$ cat src/core/ras_pkg.sv
package ras_pkg;
    localparam int ADDR_W = 21;
    localparam int PTR_W = 5;
    localparam int DEPTH = 31;
    localparam logic [4:0] PTR_MAX = 5'h1F;
    localparam logic [4:0] PTR_EMPTY = 5'h00;
    // register byte addresses on apb
    localparam logic [11:0] OFF_PTR_STATUS = 12'h000;
    localparam logic [11:0] OFF_TOP_LOW = 12'h004;
    localparam logic [11:0] OFF_TOP_HIGH = 12'h008;
    localparam logic [11:0] OFF_TOP_UPPER = 12'h00C;
    localparam logic [11:0] OFF_CONFIG = 12'h010;
    // pointer/status and config field positions
    localparam int BIT_FULL = 7;
    localparam int BIT_UNDER = 6;
    localparam int BIT_FAULT_RST_EN = 0;
    localparam logic [7:0] PTR_STATUS_RESET = 8'h00;
    localparam logic CONFIG_RESET = 1'b1;
    localparam logic [20:0] PC_STEP = 21'h000002;

    typedef struct packed {
        logic [7:0] status;
        logic [7:0] working;
        logic [7:0] bank;
    } ras_ctx_t;

    typedef struct packed {
        logic push;
        logic pop;
        logic fast;
        logic intAck;
        logic fastCall;
    } ras_op_t;
endpackage

$ cat src/core/ras_stack.sv
`timescale 1ns/1ps
`default_nettype none
module ras_stack
    import ras_pkg::*;
#(
    parameter int ENTRIES = DEPTH
) (
    // clock and resets
    input wire logic clk,
    input wire logic rst_b,
    input wire logic porRst_b,
    input wire logic clkEn,
    // core sequencer
    input wire ras_op_t op,
    input wire logic [20:0] programCounter,
    input wire ras_ctx_t liveCtx,
    // core results
    output logic [20:0] popAddr,
    output logic popValid,
    output ras_ctx_t restoreCtx,
    output logic restoreValid,
    output logic faultReset,
    // apb slave
    input wire logic psel,
    input wire logic penable,
    input wire logic pwrite,
    input wire logic [11:0] paddr,
    input wire logic [31:0] pwdata,
    input wire logic [3:0] pstrb,
    output logic [31:0] prdata,
    output logic pready,
    output logic pslverr
);

    // ----------------------------------------
    // storage and state
    // ----------------------------------------
    logic [20:0] stackMem [1:ENTRIES];
    logic [4:0] ptr_q;
    logic fullFlag_q;
    logic underFlag_q;
    logic faultRstEn_q;
    ras_ctx_t shadow_q;
    logic pendingReset_q;

    // ----------------------------------------
    // decoding
    // ----------------------------------------
    wire logic apbWr = psel && penable && pwrite && pready;
    wire logic apbRd = psel && !pwrite;
    wire logic selPtr = (paddr == OFF_PTR_STATUS);
    wire logic selLow = (paddr == OFF_TOP_LOW);
    wire logic selHigh = (paddr == OFF_TOP_HIGH);
    wire logic selUpper = (paddr == OFF_TOP_UPPER);
    wire logic selCfg = (paddr == OFF_CONFIG);
    wire logic mapped = selPtr | selLow | selHigh | selUpper | selCfg;
    wire logic hwOp = op.push | op.pop;
    wire logic swWrOk = apbWr && pstrb[0] && !hwOp;
    wire logic atFull = (ptr_q == PTR_MAX);
    wire logic atEmpty = (ptr_q == PTR_EMPTY);
    wire logic pushTo31 = op.push && (ptr_q == PTR_MAX - 5'h01);
    wire logic [4:0] ptrInc = ptr_q + 5'h01;
    wire logic [4:0] ptrDec = ptr_q - 5'h01;
    wire logic [20:0] topEntry = atEmpty ? 21'h000000 : stackMem[ptr_q];
    wire logic [7:0] statusByte = {fullFlag_q, underFlag_q, 1'b0, ptr_q};
    wire logic [20:0] pushValue = (pushTo31 && faultRstEn_q) ? programCounter + PC_STEP
                                                               : programCounter;
    wire logic [31:0] rdMux = selPtr ? {24'h000000, statusByte} :
                              selLow ? {24'h000000, topEntry[7:0]} :
                              selHigh ? {24'h000000, topEntry[15:8]} :
                              selUpper ? {27'h0000000, topEntry[20:16]} :
                              selCfg ? {31'h00000000, faultRstEn_q} : 32'h00000000;

    // ----------------------------------------
    // stack memory
    // ----------------------------------------
    // pushes never land on slot 31 once full, so a stuck stack keeps its last return
    always_ff @(posedge clk) begin
        if (clkEn) begin
            if (op.push && !atFull) begin
                stackMem[ptrInc] <= pushValue;
            end else if (swWrOk && !atEmpty && selLow) begin
                stackMem[ptr_q][7:0] <= pwdata[7:0];
            end else if (swWrOk && !atEmpty && selHigh) begin
                stackMem[ptr_q][15:8] <= pwdata[7:0];
            end else if (swWrOk && !atEmpty && selUpper) begin
                stackMem[ptr_q][20:16] <= pwdata[4:0];
            end
        end
    end

    // ----------------------------------------
    // pointer: cleared by rst_b and by a fault reset
    // ----------------------------------------
    always_ff @(posedge clk or negedge rst_b) begin
        if (!rst_b) begin
            ptr_q <= PTR_EMPTY;
        end else if (clkEn) begin
            if (pendingReset_q) begin
                ptr_q <= PTR_EMPTY;
            end else if (op.push) begin
                ptr_q <= atFull ? ptr_q : ptrInc;
            end else if (op.pop) begin
                ptr_q <= atEmpty ? ptr_q : ptrDec;
            end else if (swWrOk && selPtr) begin
                ptr_q <= pwdata[4:0];
            end
        end
    end

    // ----------------------------------------
    // sticky flags: power-on reset only
    // ----------------------------------------
    // set wins over a software clear in the same cycle
    always_ff @(posedge clk or negedge porRst_b) begin
        if (!porRst_b) begin
            fullFlag_q <= 1'b0;
            underFlag_q <= 1'b0;
            faultRstEn_q <= CONFIG_RESET;
        end else if (clkEn) begin
            if (pushTo31 || (op.push && atFull)) begin
                fullFlag_q <= 1'b1;
            end else if (apbWr && pstrb[0] && selPtr && !pwdata[BIT_FULL]) begin
                fullFlag_q <= 1'b0;
            end
            if (op.pop && atEmpty) begin
                underFlag_q <= 1'b1;
            end else if (apbWr && pstrb[0] && selPtr && !pwdata[BIT_UNDER]) begin
                underFlag_q <= 1'b0;
            end
            if (apbWr && pstrb[0] && selCfg) begin
                faultRstEn_q <= pwdata[BIT_FAULT_RST_EN];
            end
        end
    end

    // ----------------------------------------
    // core results, shadow context, fault reset
    // ----------------------------------------
    always_ff @(posedge clk or negedge rst_b) begin
        if (!rst_b) begin
            popAddr <= 21'h000000;
            popValid <= 1'b0;
            restoreCtx <= '0;
            restoreValid <= 1'b0;
            shadow_q <= '0;
            pendingReset_q <= 1'b0;
            faultReset <= 1'b0;
        end else if (clkEn) begin
            popValid <= op.pop;
            popAddr <= op.pop ? topEntry : popAddr;
            if (op.intAck || op.fastCall) begin
                shadow_q <= liveCtx;
            end
            restoreValid <= op.pop && op.fast;
            restoreCtx <= (op.pop && op.fast) ? shadow_q : restoreCtx;
            pendingReset_q <= faultRstEn_q && ((pushTo31) || (op.pop && atEmpty));
            faultReset <= pendingReset_q;
        end
    end

    // ----------------------------------------
    // apb slave: no wait states, errors on unmapped
    // ----------------------------------------
    always_ff @(posedge clk or negedge rst_b) begin
        if (!rst_b) begin
            prdata <= 32'h00000000;
            pready <= 1'b0;
            pslverr <= 1'b0;
        end else if (clkEn) begin
            pready <= psel && !penable;
            pslverr <= psel && !penable && !mapped;
            prdata <= (apbRd && !penable) ? rdMux : prdata;
        end
    end

    // ----------------------------------------
    // checks
    // ----------------------------------------
    chk_push_ptr_inc: assert property (@(posedge clk) disable iff (!rst_b)
        clkEn && op.push && !atFull && !pendingReset_q |=> ptr_q == $past(ptr_q) + 5'h01)
        else $error("push did not increment pointer");
    chk_full_hold: assert property (@(posedge clk) disable iff (!rst_b)
        clkEn && op.push && atFull && !pendingReset_q |=> atFull)
        else $error("pointer left 31 on push when full");
    chk_underflow_set: assert property (@(posedge clk) disable iff (!porRst_b)
        clkEn && op.pop && atEmpty |=> underFlag_q && popAddr == 21'h000000)
        else $error("empty pop did not flag underflow");
    chk_full_set: assert property (@(posedge clk) disable iff (!porRst_b)
        clkEn && pushTo31 |=> fullFlag_q)
        else $error("31st push did not set full");
    chk_fault_reset_seq: assert property (@(posedge clk) disable iff (!rst_b)
        clkEn && faultRstEn_q && op.pop && atEmpty ##1 clkEn |=> faultReset)
        else $error("fault reset missing");
    chk_no_reset_off: assert property (@(posedge clk) disable iff (!rst_b)
        !faultRstEn_q && !pendingReset_q |=> !faultReset)
        else $error("fault reset with option off");
    chk_fast_restore: assert property (@(posedge clk) disable iff (!rst_b)
        clkEn && op.pop && op.fast |=> restoreValid && restoreCtx == $past(shadow_q))
        else $error("fast return restored wrong context");
    chk_shadow_load: assert property (@(posedge clk) disable iff (!rst_b)
        clkEn && op.intAck |=> shadow_q == $past(liveCtx))
        else $error("interrupt did not load shadow");
    chk_status_bit5: assert property (@(posedge clk) disable iff (!rst_b)
        !statusByte[5])
        else $error("status bit 5 not zero");

    // ----------------------------------------
    // checks: pointer and storage
    // ----------------------------------------
    // a plain pop walks the pointer down by one
    chk_pop_ptr_dec: assert property (@(posedge clk) disable iff (!rst_b)
        clkEn && op.pop && !op.push && !atEmpty && !pendingReset_q |=> ptr_q == $past(ptr_q) - 5'h01)
        else $error("pop did not decrement pointer");

    // an empty pop must not wrap the pointer round to 31
    chk_empty_pop_park: assert property (@(posedge clk) disable iff (!rst_b)
        clkEn && op.pop && !op.push && atEmpty && !pendingReset_q |=> atEmpty)
        else $error("empty pop moved pointer");

    // the core needs exactly one strobe per pop
    chk_pop_valid_pulse: assert property (@(posedge clk) disable iff (!rst_b)
        clkEn && op.pop |=> popValid)
        else $error("pop without valid strobe");

    // no stray strobe between pops
    chk_pop_no_valid: assert property (@(posedge clk) disable iff (!rst_b)
        clkEn && !op.pop |=> !popValid)
        else $error("valid strobe without pop");

    // the entry is read before the pointer moves down
    chk_pop_top_data: assert property (@(posedge clk) disable iff (!rst_b)
        clkEn && op.pop && !atEmpty |=> popAddr == $past(stackMem[ptr_q]))
        else $error("pop returned wrong entry");

    // an ordinary push lands the pc in the freshly opened slot
    chk_push_store_pc: assert property (@(posedge clk) disable iff (!rst_b)
        clkEn && op.push && !atFull && !pushTo31 && !pendingReset_q |=>
            stackMem[ptr_q] == $past(programCounter))
        else $error("push stored wrong pc");

    // the fatal push leaves the following address behind for the handler
    chk_push_pc_plus2: assert property (@(posedge clk) disable iff (!rst_b)
        clkEn && pushTo31 && faultRstEn_q |=> stackMem[PTR_MAX] == $past(programCounter) + PC_STEP)
        else $error("fatal push did not store pc plus step");

    // without the option the last slot takes the plain pc
    chk_push_plain_pc: assert property (@(posedge clk) disable iff (!rst_b)
        clkEn && pushTo31 && !faultRstEn_q |=> stackMem[PTR_MAX] == $past(programCounter))
        else $error("last push stored wrong pc");

    // a stuck stack keeps the last pushed return in slot 31
    chk_full_keeps_slot: assert property (@(posedge clk) disable iff (!rst_b)
        clkEn && op.push && atFull |=> stackMem[PTR_MAX] == $past(stackMem[PTR_MAX]))
        else $error("push overwrote slot 31");

    chk_full_ptr_31: assert property (@(posedge clk) disable iff (!rst_b)
        clkEn && pushTo31 && !pendingReset_q |=> atFull)
        else $error("31st push did not reach 31");

    // ----------------------------------------
    // checks: fault reset, software access, context
    // ----------------------------------------
    // the device reset request also parks the pointer
    chk_fault_ptr_zero: assert property (@(posedge clk) disable iff (!rst_b)
        clkEn && pendingReset_q |=> atEmpty)
        else $error("fault reset left pointer set");

    chk_fault_pulse: assert property (@(posedge clk) disable iff (!rst_b)
        clkEn && pendingReset_q |=> faultReset)
        else $error("armed fault reset not issued");

    chk_fault_arm_full: assert property (@(posedge clk) disable iff (!rst_b)
        clkEn && faultRstEn_q && pushTo31 |=> pendingReset_q)
        else $error("fatal push did not arm reset");

    // vectoring to zero on underflow is not a reset when the option is off
    chk_under_no_reset: assert property (@(posedge clk) disable iff (!rst_b)
        clkEn && !faultRstEn_q && op.pop && atEmpty |=> !pendingReset_q)
        else $error("underflow armed reset with option off");

    // an idle cycle lets software steer the pointer
    chk_ptr_sw_write: assert property (@(posedge clk) disable iff (!rst_b)
        clkEn && swWrOk && selPtr && !pendingReset_q |=> ptr_q == $past(pwdata[4:0]))
        else $error("software pointer write lost");

    // a racing software write must not undo the hardware push
    chk_hw_beats_sw: assert property (@(posedge clk) disable iff (!rst_b)
        clkEn && op.push && !atFull && !pendingReset_q && apbWr && selPtr |=>
            ptr_q == $past(ptr_q) + 5'h01)
        else $error("software write beat push");

    // pop does not write storage, so a racing top write must vanish too
    chk_hw_beats_top: assert property (@(posedge clk) disable iff (!rst_b)
        clkEn && op.pop && !atEmpty && apbWr && (selLow || selHigh || selUpper) |=>
            stackMem[$past(ptr_q)] == $past(stackMem[ptr_q]))
        else $error("software top write beat pop");

    // flags survive everything but a software clear or power-on
    chk_full_sticky: assert property (@(posedge clk) disable iff (!porRst_b)
        fullFlag_q && !(apbWr && pstrb[0] && selPtr && !pwdata[BIT_FULL]) |=> fullFlag_q)
        else $error("full flag dropped by itself");

    chk_under_sticky: assert property (@(posedge clk) disable iff (!porRst_b)
        underFlag_q && !(apbWr && pstrb[0] && selPtr && !pwdata[BIT_UNDER]) |=> underFlag_q)
        else $error("underflow flag dropped by itself");

    chk_flags_por: assert property (@(posedge clk) disable iff (!porRst_b)
        $rose(porRst_b) |-> !fullFlag_q && !underFlag_q)
        else $error("flags set after power-on");

    chk_ptr_after_reset: assert property (@(posedge clk) disable iff (!rst_b)
        $rose(rst_b) |-> atEmpty)
        else $error("pointer not zero after reset");

    chk_fast_call_shadow: assert property (@(posedge clk) disable iff (!rst_b)
        clkEn && op.fastCall |=> shadow_q == $past(liveCtx))
        else $error("fast call did not load shadow");

    // a later interrupt simply overwrites the single level
    chk_nested_shadow: assert property (@(posedge clk) disable iff (!rst_b)
        clkEn && op.intAck ##1 clkEn && op.intAck |=> shadow_q == $past(liveCtx))
        else $error("nested interrupt kept old shadow");

    // software has no path into the shadow copies
    chk_shadow_hold: assert property (@(posedge clk) disable iff (!rst_b)
        !(clkEn && (op.intAck || op.fastCall)) |=> $stable(shadow_q))
        else $error("shadow changed without vectoring");

    chk_restore_only_fast: assert property (@(posedge clk) disable iff (!rst_b)
        clkEn && !(op.pop && op.fast) |=> !restoreValid)
        else $error("restore without fast return");

    chk_upper_read_pad: assert property (@(posedge clk) disable iff (!rst_b)
        clkEn && apbRd && !penable && selUpper |=> prdata[31:5] == 27'h0000000)
        else $error("upper byte read not padded");

    chk_status_read: assert property (@(posedge clk) disable iff (!rst_b)
        clkEn && apbRd && !penable && selPtr |=> !prdata[5] && prdata[4:0] == $past(ptr_q))
        else $error("status read wrong pointer field");

    chk_status_flags_read: assert property (@(posedge clk) disable iff (!rst_b)
        clkEn && apbRd && !penable && selPtr |=>
            prdata[BIT_FULL] == $past(fullFlag_q) && prdata[BIT_UNDER] == $past(underFlag_q))
        else $error("status read wrong flags");

    // slot zero has no storage, so the top reads as zero there
    chk_empty_top_zero: assert property (@(posedge clk) disable iff (!rst_b)
        clkEn && apbRd && !penable && selLow && atEmpty |=> prdata == 32'h00000000)
        else $error("empty stack top not zero");

endmodule
`default_nettype wire

$ cat config.mk
export PLATFORM = sky130hd
export DESIGN_NAME = ras_stack
export DESIGN_NICKNAME = d
export VERILOG_FILES = /design/src/core/ras_pkg.sv /design/src/core/ras_stack.sv
export SDC_FILE = /design/constraint.sdc
export NUM_CORES = 1
export LEC_CHECK = 0
export BUFFER_PORTS_ARGS = -buffer_cell sky130_fd_sc_hd__buf_4
export CAP_MARGIN = 40
export CORE_AREA = 3 3 252 254
export DETAILED_ROUTE_END_ITERATION = 10
export DIE_AREA = 0 0 255 257
export PLACE_DENSITY_LB_ADDON = 0.3
export SLEW_MARGIN = 20
export SYNTH_ARGS = -nofsm -noshare
export SYNTH_HDL_FRONTEND = slang
export SYNTH_SLANG_ARGS = --single-unit
export TNS_END_PERCENT = 100
$ cat constraint.sdc
create_clock -name clk -period 4.22 [get_ports clk]
set_input_delay 0.422 -clock clk [delete_from_list [all_inputs] [get_ports clk]]
set_output_delay 0.422 -clock clk [all_outputs]
set_load 0.02 [all_outputs]
==> metrics.md <==
| Metric | Value |
|---|---|
| Commonest non-fill, non-tap cells in the layout | `edfxtp_1, buf_4, nor2_1` |
| Commonest non-fill, non-tap cell in the layout | `edfxtp_1` |
| Total track usage | `24.6%` |
| Max Cap Viol | `0` |
| Final core utilization | `between 50% and 60%` |
| Tightest Hold Check Type | `input port to flip-flop` |
| Post-synth EDFFs | `651` |
| Initial cell density of the core | `49.7%` |
| Die height | `approximately 260 µm` |
| First-pass GRT wire length | `117000 µm` |
| Buf/Inv on CP | `2` |
| Period utilization | `91.4%` |
| DP Worst Slack | `0.505 ns` |
| ANT nets after route | `0` |
| Worst-Margin Slew | `approximately 0.92 ns` |
| Setup TNS | `0 ns` |
| Clock Latency Late Sink | `0.61 ns` |
| Mean Syn Cell Area | `16.8 µm²` |
| CP Launch Type | `flip-flop` |
| Status | `finished clean` |
| Area Growth Syn to Fin | `16.3%` |
| Fin nets | `2199` |
| RSZ-0062 raised after global routing | `false` |
| Port Buf Inserts | `135` |
| Drt wl/cell | `27.6 µm` |
| Final Hold Fails | `0` |
| Data arrival, critical path | `4.21 ns` |
| Initial antenna violation count | `0` |
| Die area | `roughly 66000 µm²` |
| Main flop type after synthesis | `edfxtp_1` |
| Setup Skew | `roughly 0.032 ns` |
| Post-synthesis sequential area ratio | `71.4%` |
| H-tree depth | `3` |
| Via density | `6.11` |
| WL final | `80900 µm` |
| PnR worst setup slack | `0.362 ns` |
| Post-Synth Simple-Gate Area | `5.65%` |
| Crit. End Element | `flip-flop` |
| Hpwl dp | `54700 µm` |
| Post-Synth XOR/XNOR Area | `less than 1%` |
| Delay-heaviest family, CP | `simple AND/OR/NAND/NOR gates` |
| Crit Path Category | `flip-flop to flip-flop` |
| TritonCTS clock tree | `yes` |
| CP max FO | `31` |
| Gr ovfl total | `0` |
| Share of layout cells above drive strength 1 | `between 20 and 30%` |
| Highest clock rate | `259 MHz` |
| Worst-path clk slew | `0.06 ns` |
| Cell variety after synth | `84` |
| Critical path data required time | `4.57 ns` |
| Static leakage | `12.3 nW` |
| Root buf cell | `clkbuf_16` |
| Pre-antenna DRT Iters | `5` |
| Synthesis-stage register bit count | `742` |
| CP max stage cell | `nor2_1` |
| Via Count | `17910` |
| Initial drt markers | `2008` |
| Die width | `255 µm` |
| Tmin final | `3.86 ns` |
| Post_cts resized | `0` |
| Finish-stage setup viols | `0` |
| RePlAce Congestion | `0.956` |
| Core area | `61500 µm²` |
| Vias in the first global route | `between 15000 and 20000` |
| Compound-Gate Fraction of Synth Area | `5.55%` |
| Slew Limit Fails | `0` |
| Fill cell count | `4646` |
| Clock sink count | `742` |
| Post-synthesis mux area share | `13.9%` |
| Io pins | `187` |
| Post-CTS setup buffer count | `0` |
| Synth top area cells | `edfxtp_1, dfrtp_1, mux4_2` |
| Post-Syn Instances | `1824` |
| Largest family of logic cells by synthesized area | `multiplexers` |
| Power density over the cells | `551 nW/µm²` |
| Largest net degree at the start of global routing | `87` |
| Number of CTS-inserted buffers | `74` |
| Yosys warns | `0` |
| # diodes | `0` |
| Adder-Cell Fraction of Synth Area | `0.245%` |
| FP Rows | `91` |
| VDD IR max | `0.285 mV` |
| Post-synth ARST share | `12.3%` |
| Crit-path max cell delay | `0.55 ns` |
| Post-Syn Area | `around 31000 µm²` |
| Crit-path cells | `buf_4 > ha_1 > nand4_1 > nor2_1 > and4_1 > nand4_1 > or2_2 > a31oi_2 > buf_4` |
| Slack of the worst reg-to-reg path | `0.36 ns` |
| Bufs on Longest Clock Path | `3` |
| Residual DRC | `0` |
| Slew margin rel. | `38.3%` |
| Synth top area share | `63.9%` |
| Synth area leader | `edfxtp_1` |
-- power by group --
part | switching (mW) | internal (mW) | leakage, nW | total (mW)
sequential | 0.180 | 8.35 | 6.96 | 8.53
combinational | 2.88 | 1.76 | 4.16 | 4.64
clock | 2.65 | 3.79 | 1.17 | 6.45
-- worst register-to-register path: cells and delay by family, from the launching register on --
kind,cells,cell delay (ns)
simple gates,5,1.96
buf+inv,2,0.75
compound gates,1,0.18
fa+ha+maj,1,0.22
flops,1,0.46
-- through the flow --
stage / total power [mW] / instances / hold slack (ns) / instance area, µm²
finish: 19.6 / 2933 / 0.0443 / 35600
global route: 20.2 / 2933 / 0.0368 / 35600
CTS: 19.7 / 2931 / 0.0194 / 35600
detailed placement: 13.3 / 2798 / 0.227 / 33200
global placement: 13.2 / 2796 / 0.225 / 33100
floorplan: 11.5 / 1847 / 0.126 / 30700
-- metal layers --
metal / track usage [%] / routed length, µm
met1: 32.8 / 31400
met2: 39.2 / 38200
met3: 5.18 / 7630
met4: 10.7 / 3570
met5: 0 / 0
-- cell usage after synthesis (3+ instances only) --
| cell type | count |
|---|---|
| edfxtp_1 | 651 |
| nor2_1 | 172 |
| mux2i_1 | 125 |
| mux4_2 | 94 |
| dfrtp_1 | 90 |
| mux2_2 | 73 |
| nand2_1 | 73 |
| a21oi_1 | 61 |
| a22oi_1 | 59 |
| buf_4 | 40 |
| o21ai_0 | 35 |
| nand3_1 | 32 |
| clkbuf_1 | 31 |
| buf_2 | 23 |
| a211oi_1 | 17 |
| nand4_1 | 17 |
| nor3_1 | 17 |
| o22ai_1 | 17 |
| buf_6 | 15 |
| inv_1 | 15 |
| xor2_1 | 11 |
| a31oi_1 | 10 |
| xnor2_1 | 10 |
| buf_1 | 8 |
| nor2b_1 | 8 |
| ha_1 | 6 |
| nand2_2 | 6 |
| a2111oi_0 | 5 |
| and3_1 | 5 |
| nand2b_1 | 5 |
| or2_2 | 5 |
| and2_1 | 4 |
| and4_1 | 4 |
| nor4_1 | 4 |
| o21ai_1 | 4 |
| a221oi_1 | 3 |
| nand3b_1 | 3 |
| o2bb2ai_1 | 3 |
| o311ai_0 | 3 |
-- sequential cells by signal (all words and copies together), names as in the netlist --
signal,flops
faultReset,1
faultRstEn_q,1
fullFlag_q,1
pendingReset_q,1
popAddr,21
popValid,1
prdata,8
pready,1
pslverr,1
ptr_q,5
restoreCtx,24
restoreValid,1
shadow_q,24
stackMem,651
underFlag_q,1
-- timing repair --
item | CTS | global route
hold buffers | 2 | 0
hold endpoints to repair | 27 | 0
endpoints found under the setup margin | 0 | 0
-- area by class of cell --
cell class | instances | area, µm² | share of cell area, %
sequential | 742 | 21800 | 61.4
multi-input combinational | 968 | 8110 | 22.8
timing repair buffer | 284 | 2200 | 6.17
clock buffer | 96 | 2090 | 5.88
tap | 790 | 988 | 2.78
clock inverter | 35 | 297 | 0.833
inverter | 18 | 67.6 | 0.190
-- logic make-up (layout without fill, tap and decap cells) --
group / Yosys count / after routing
adders and majority gates: 6 / 6
xor gates and xnor gates: 21 / 21
other: 1 / 24
muxes: 294 / 294
and+or+nand+nor: 370 / 370
DFF: 742 / 742
buffers and inverters: 137 / 433
AOI/OAI and AO/OA: 253 / 253
-- final timing paths --
| path | depth (start not counted) | end | startpoint |
|---|---|---|---|
| max | 9 | stackMem[14][16] | ptr_q[1] |
| min | 2 | shadow_q[15] | liveCtx[15] |
| max reg2reg | 9 | stackMem[14][16] | ptr_q[1] |
| min reg2reg | 2 | popAddr[20] | popAddr[20] |
| max in group asynchronous | 4 | shadow_q[17] | rst_b |
| min in group asynchronous | 2 | underFlag_q | porRst_b |
(Power assumes the default switching activity.)
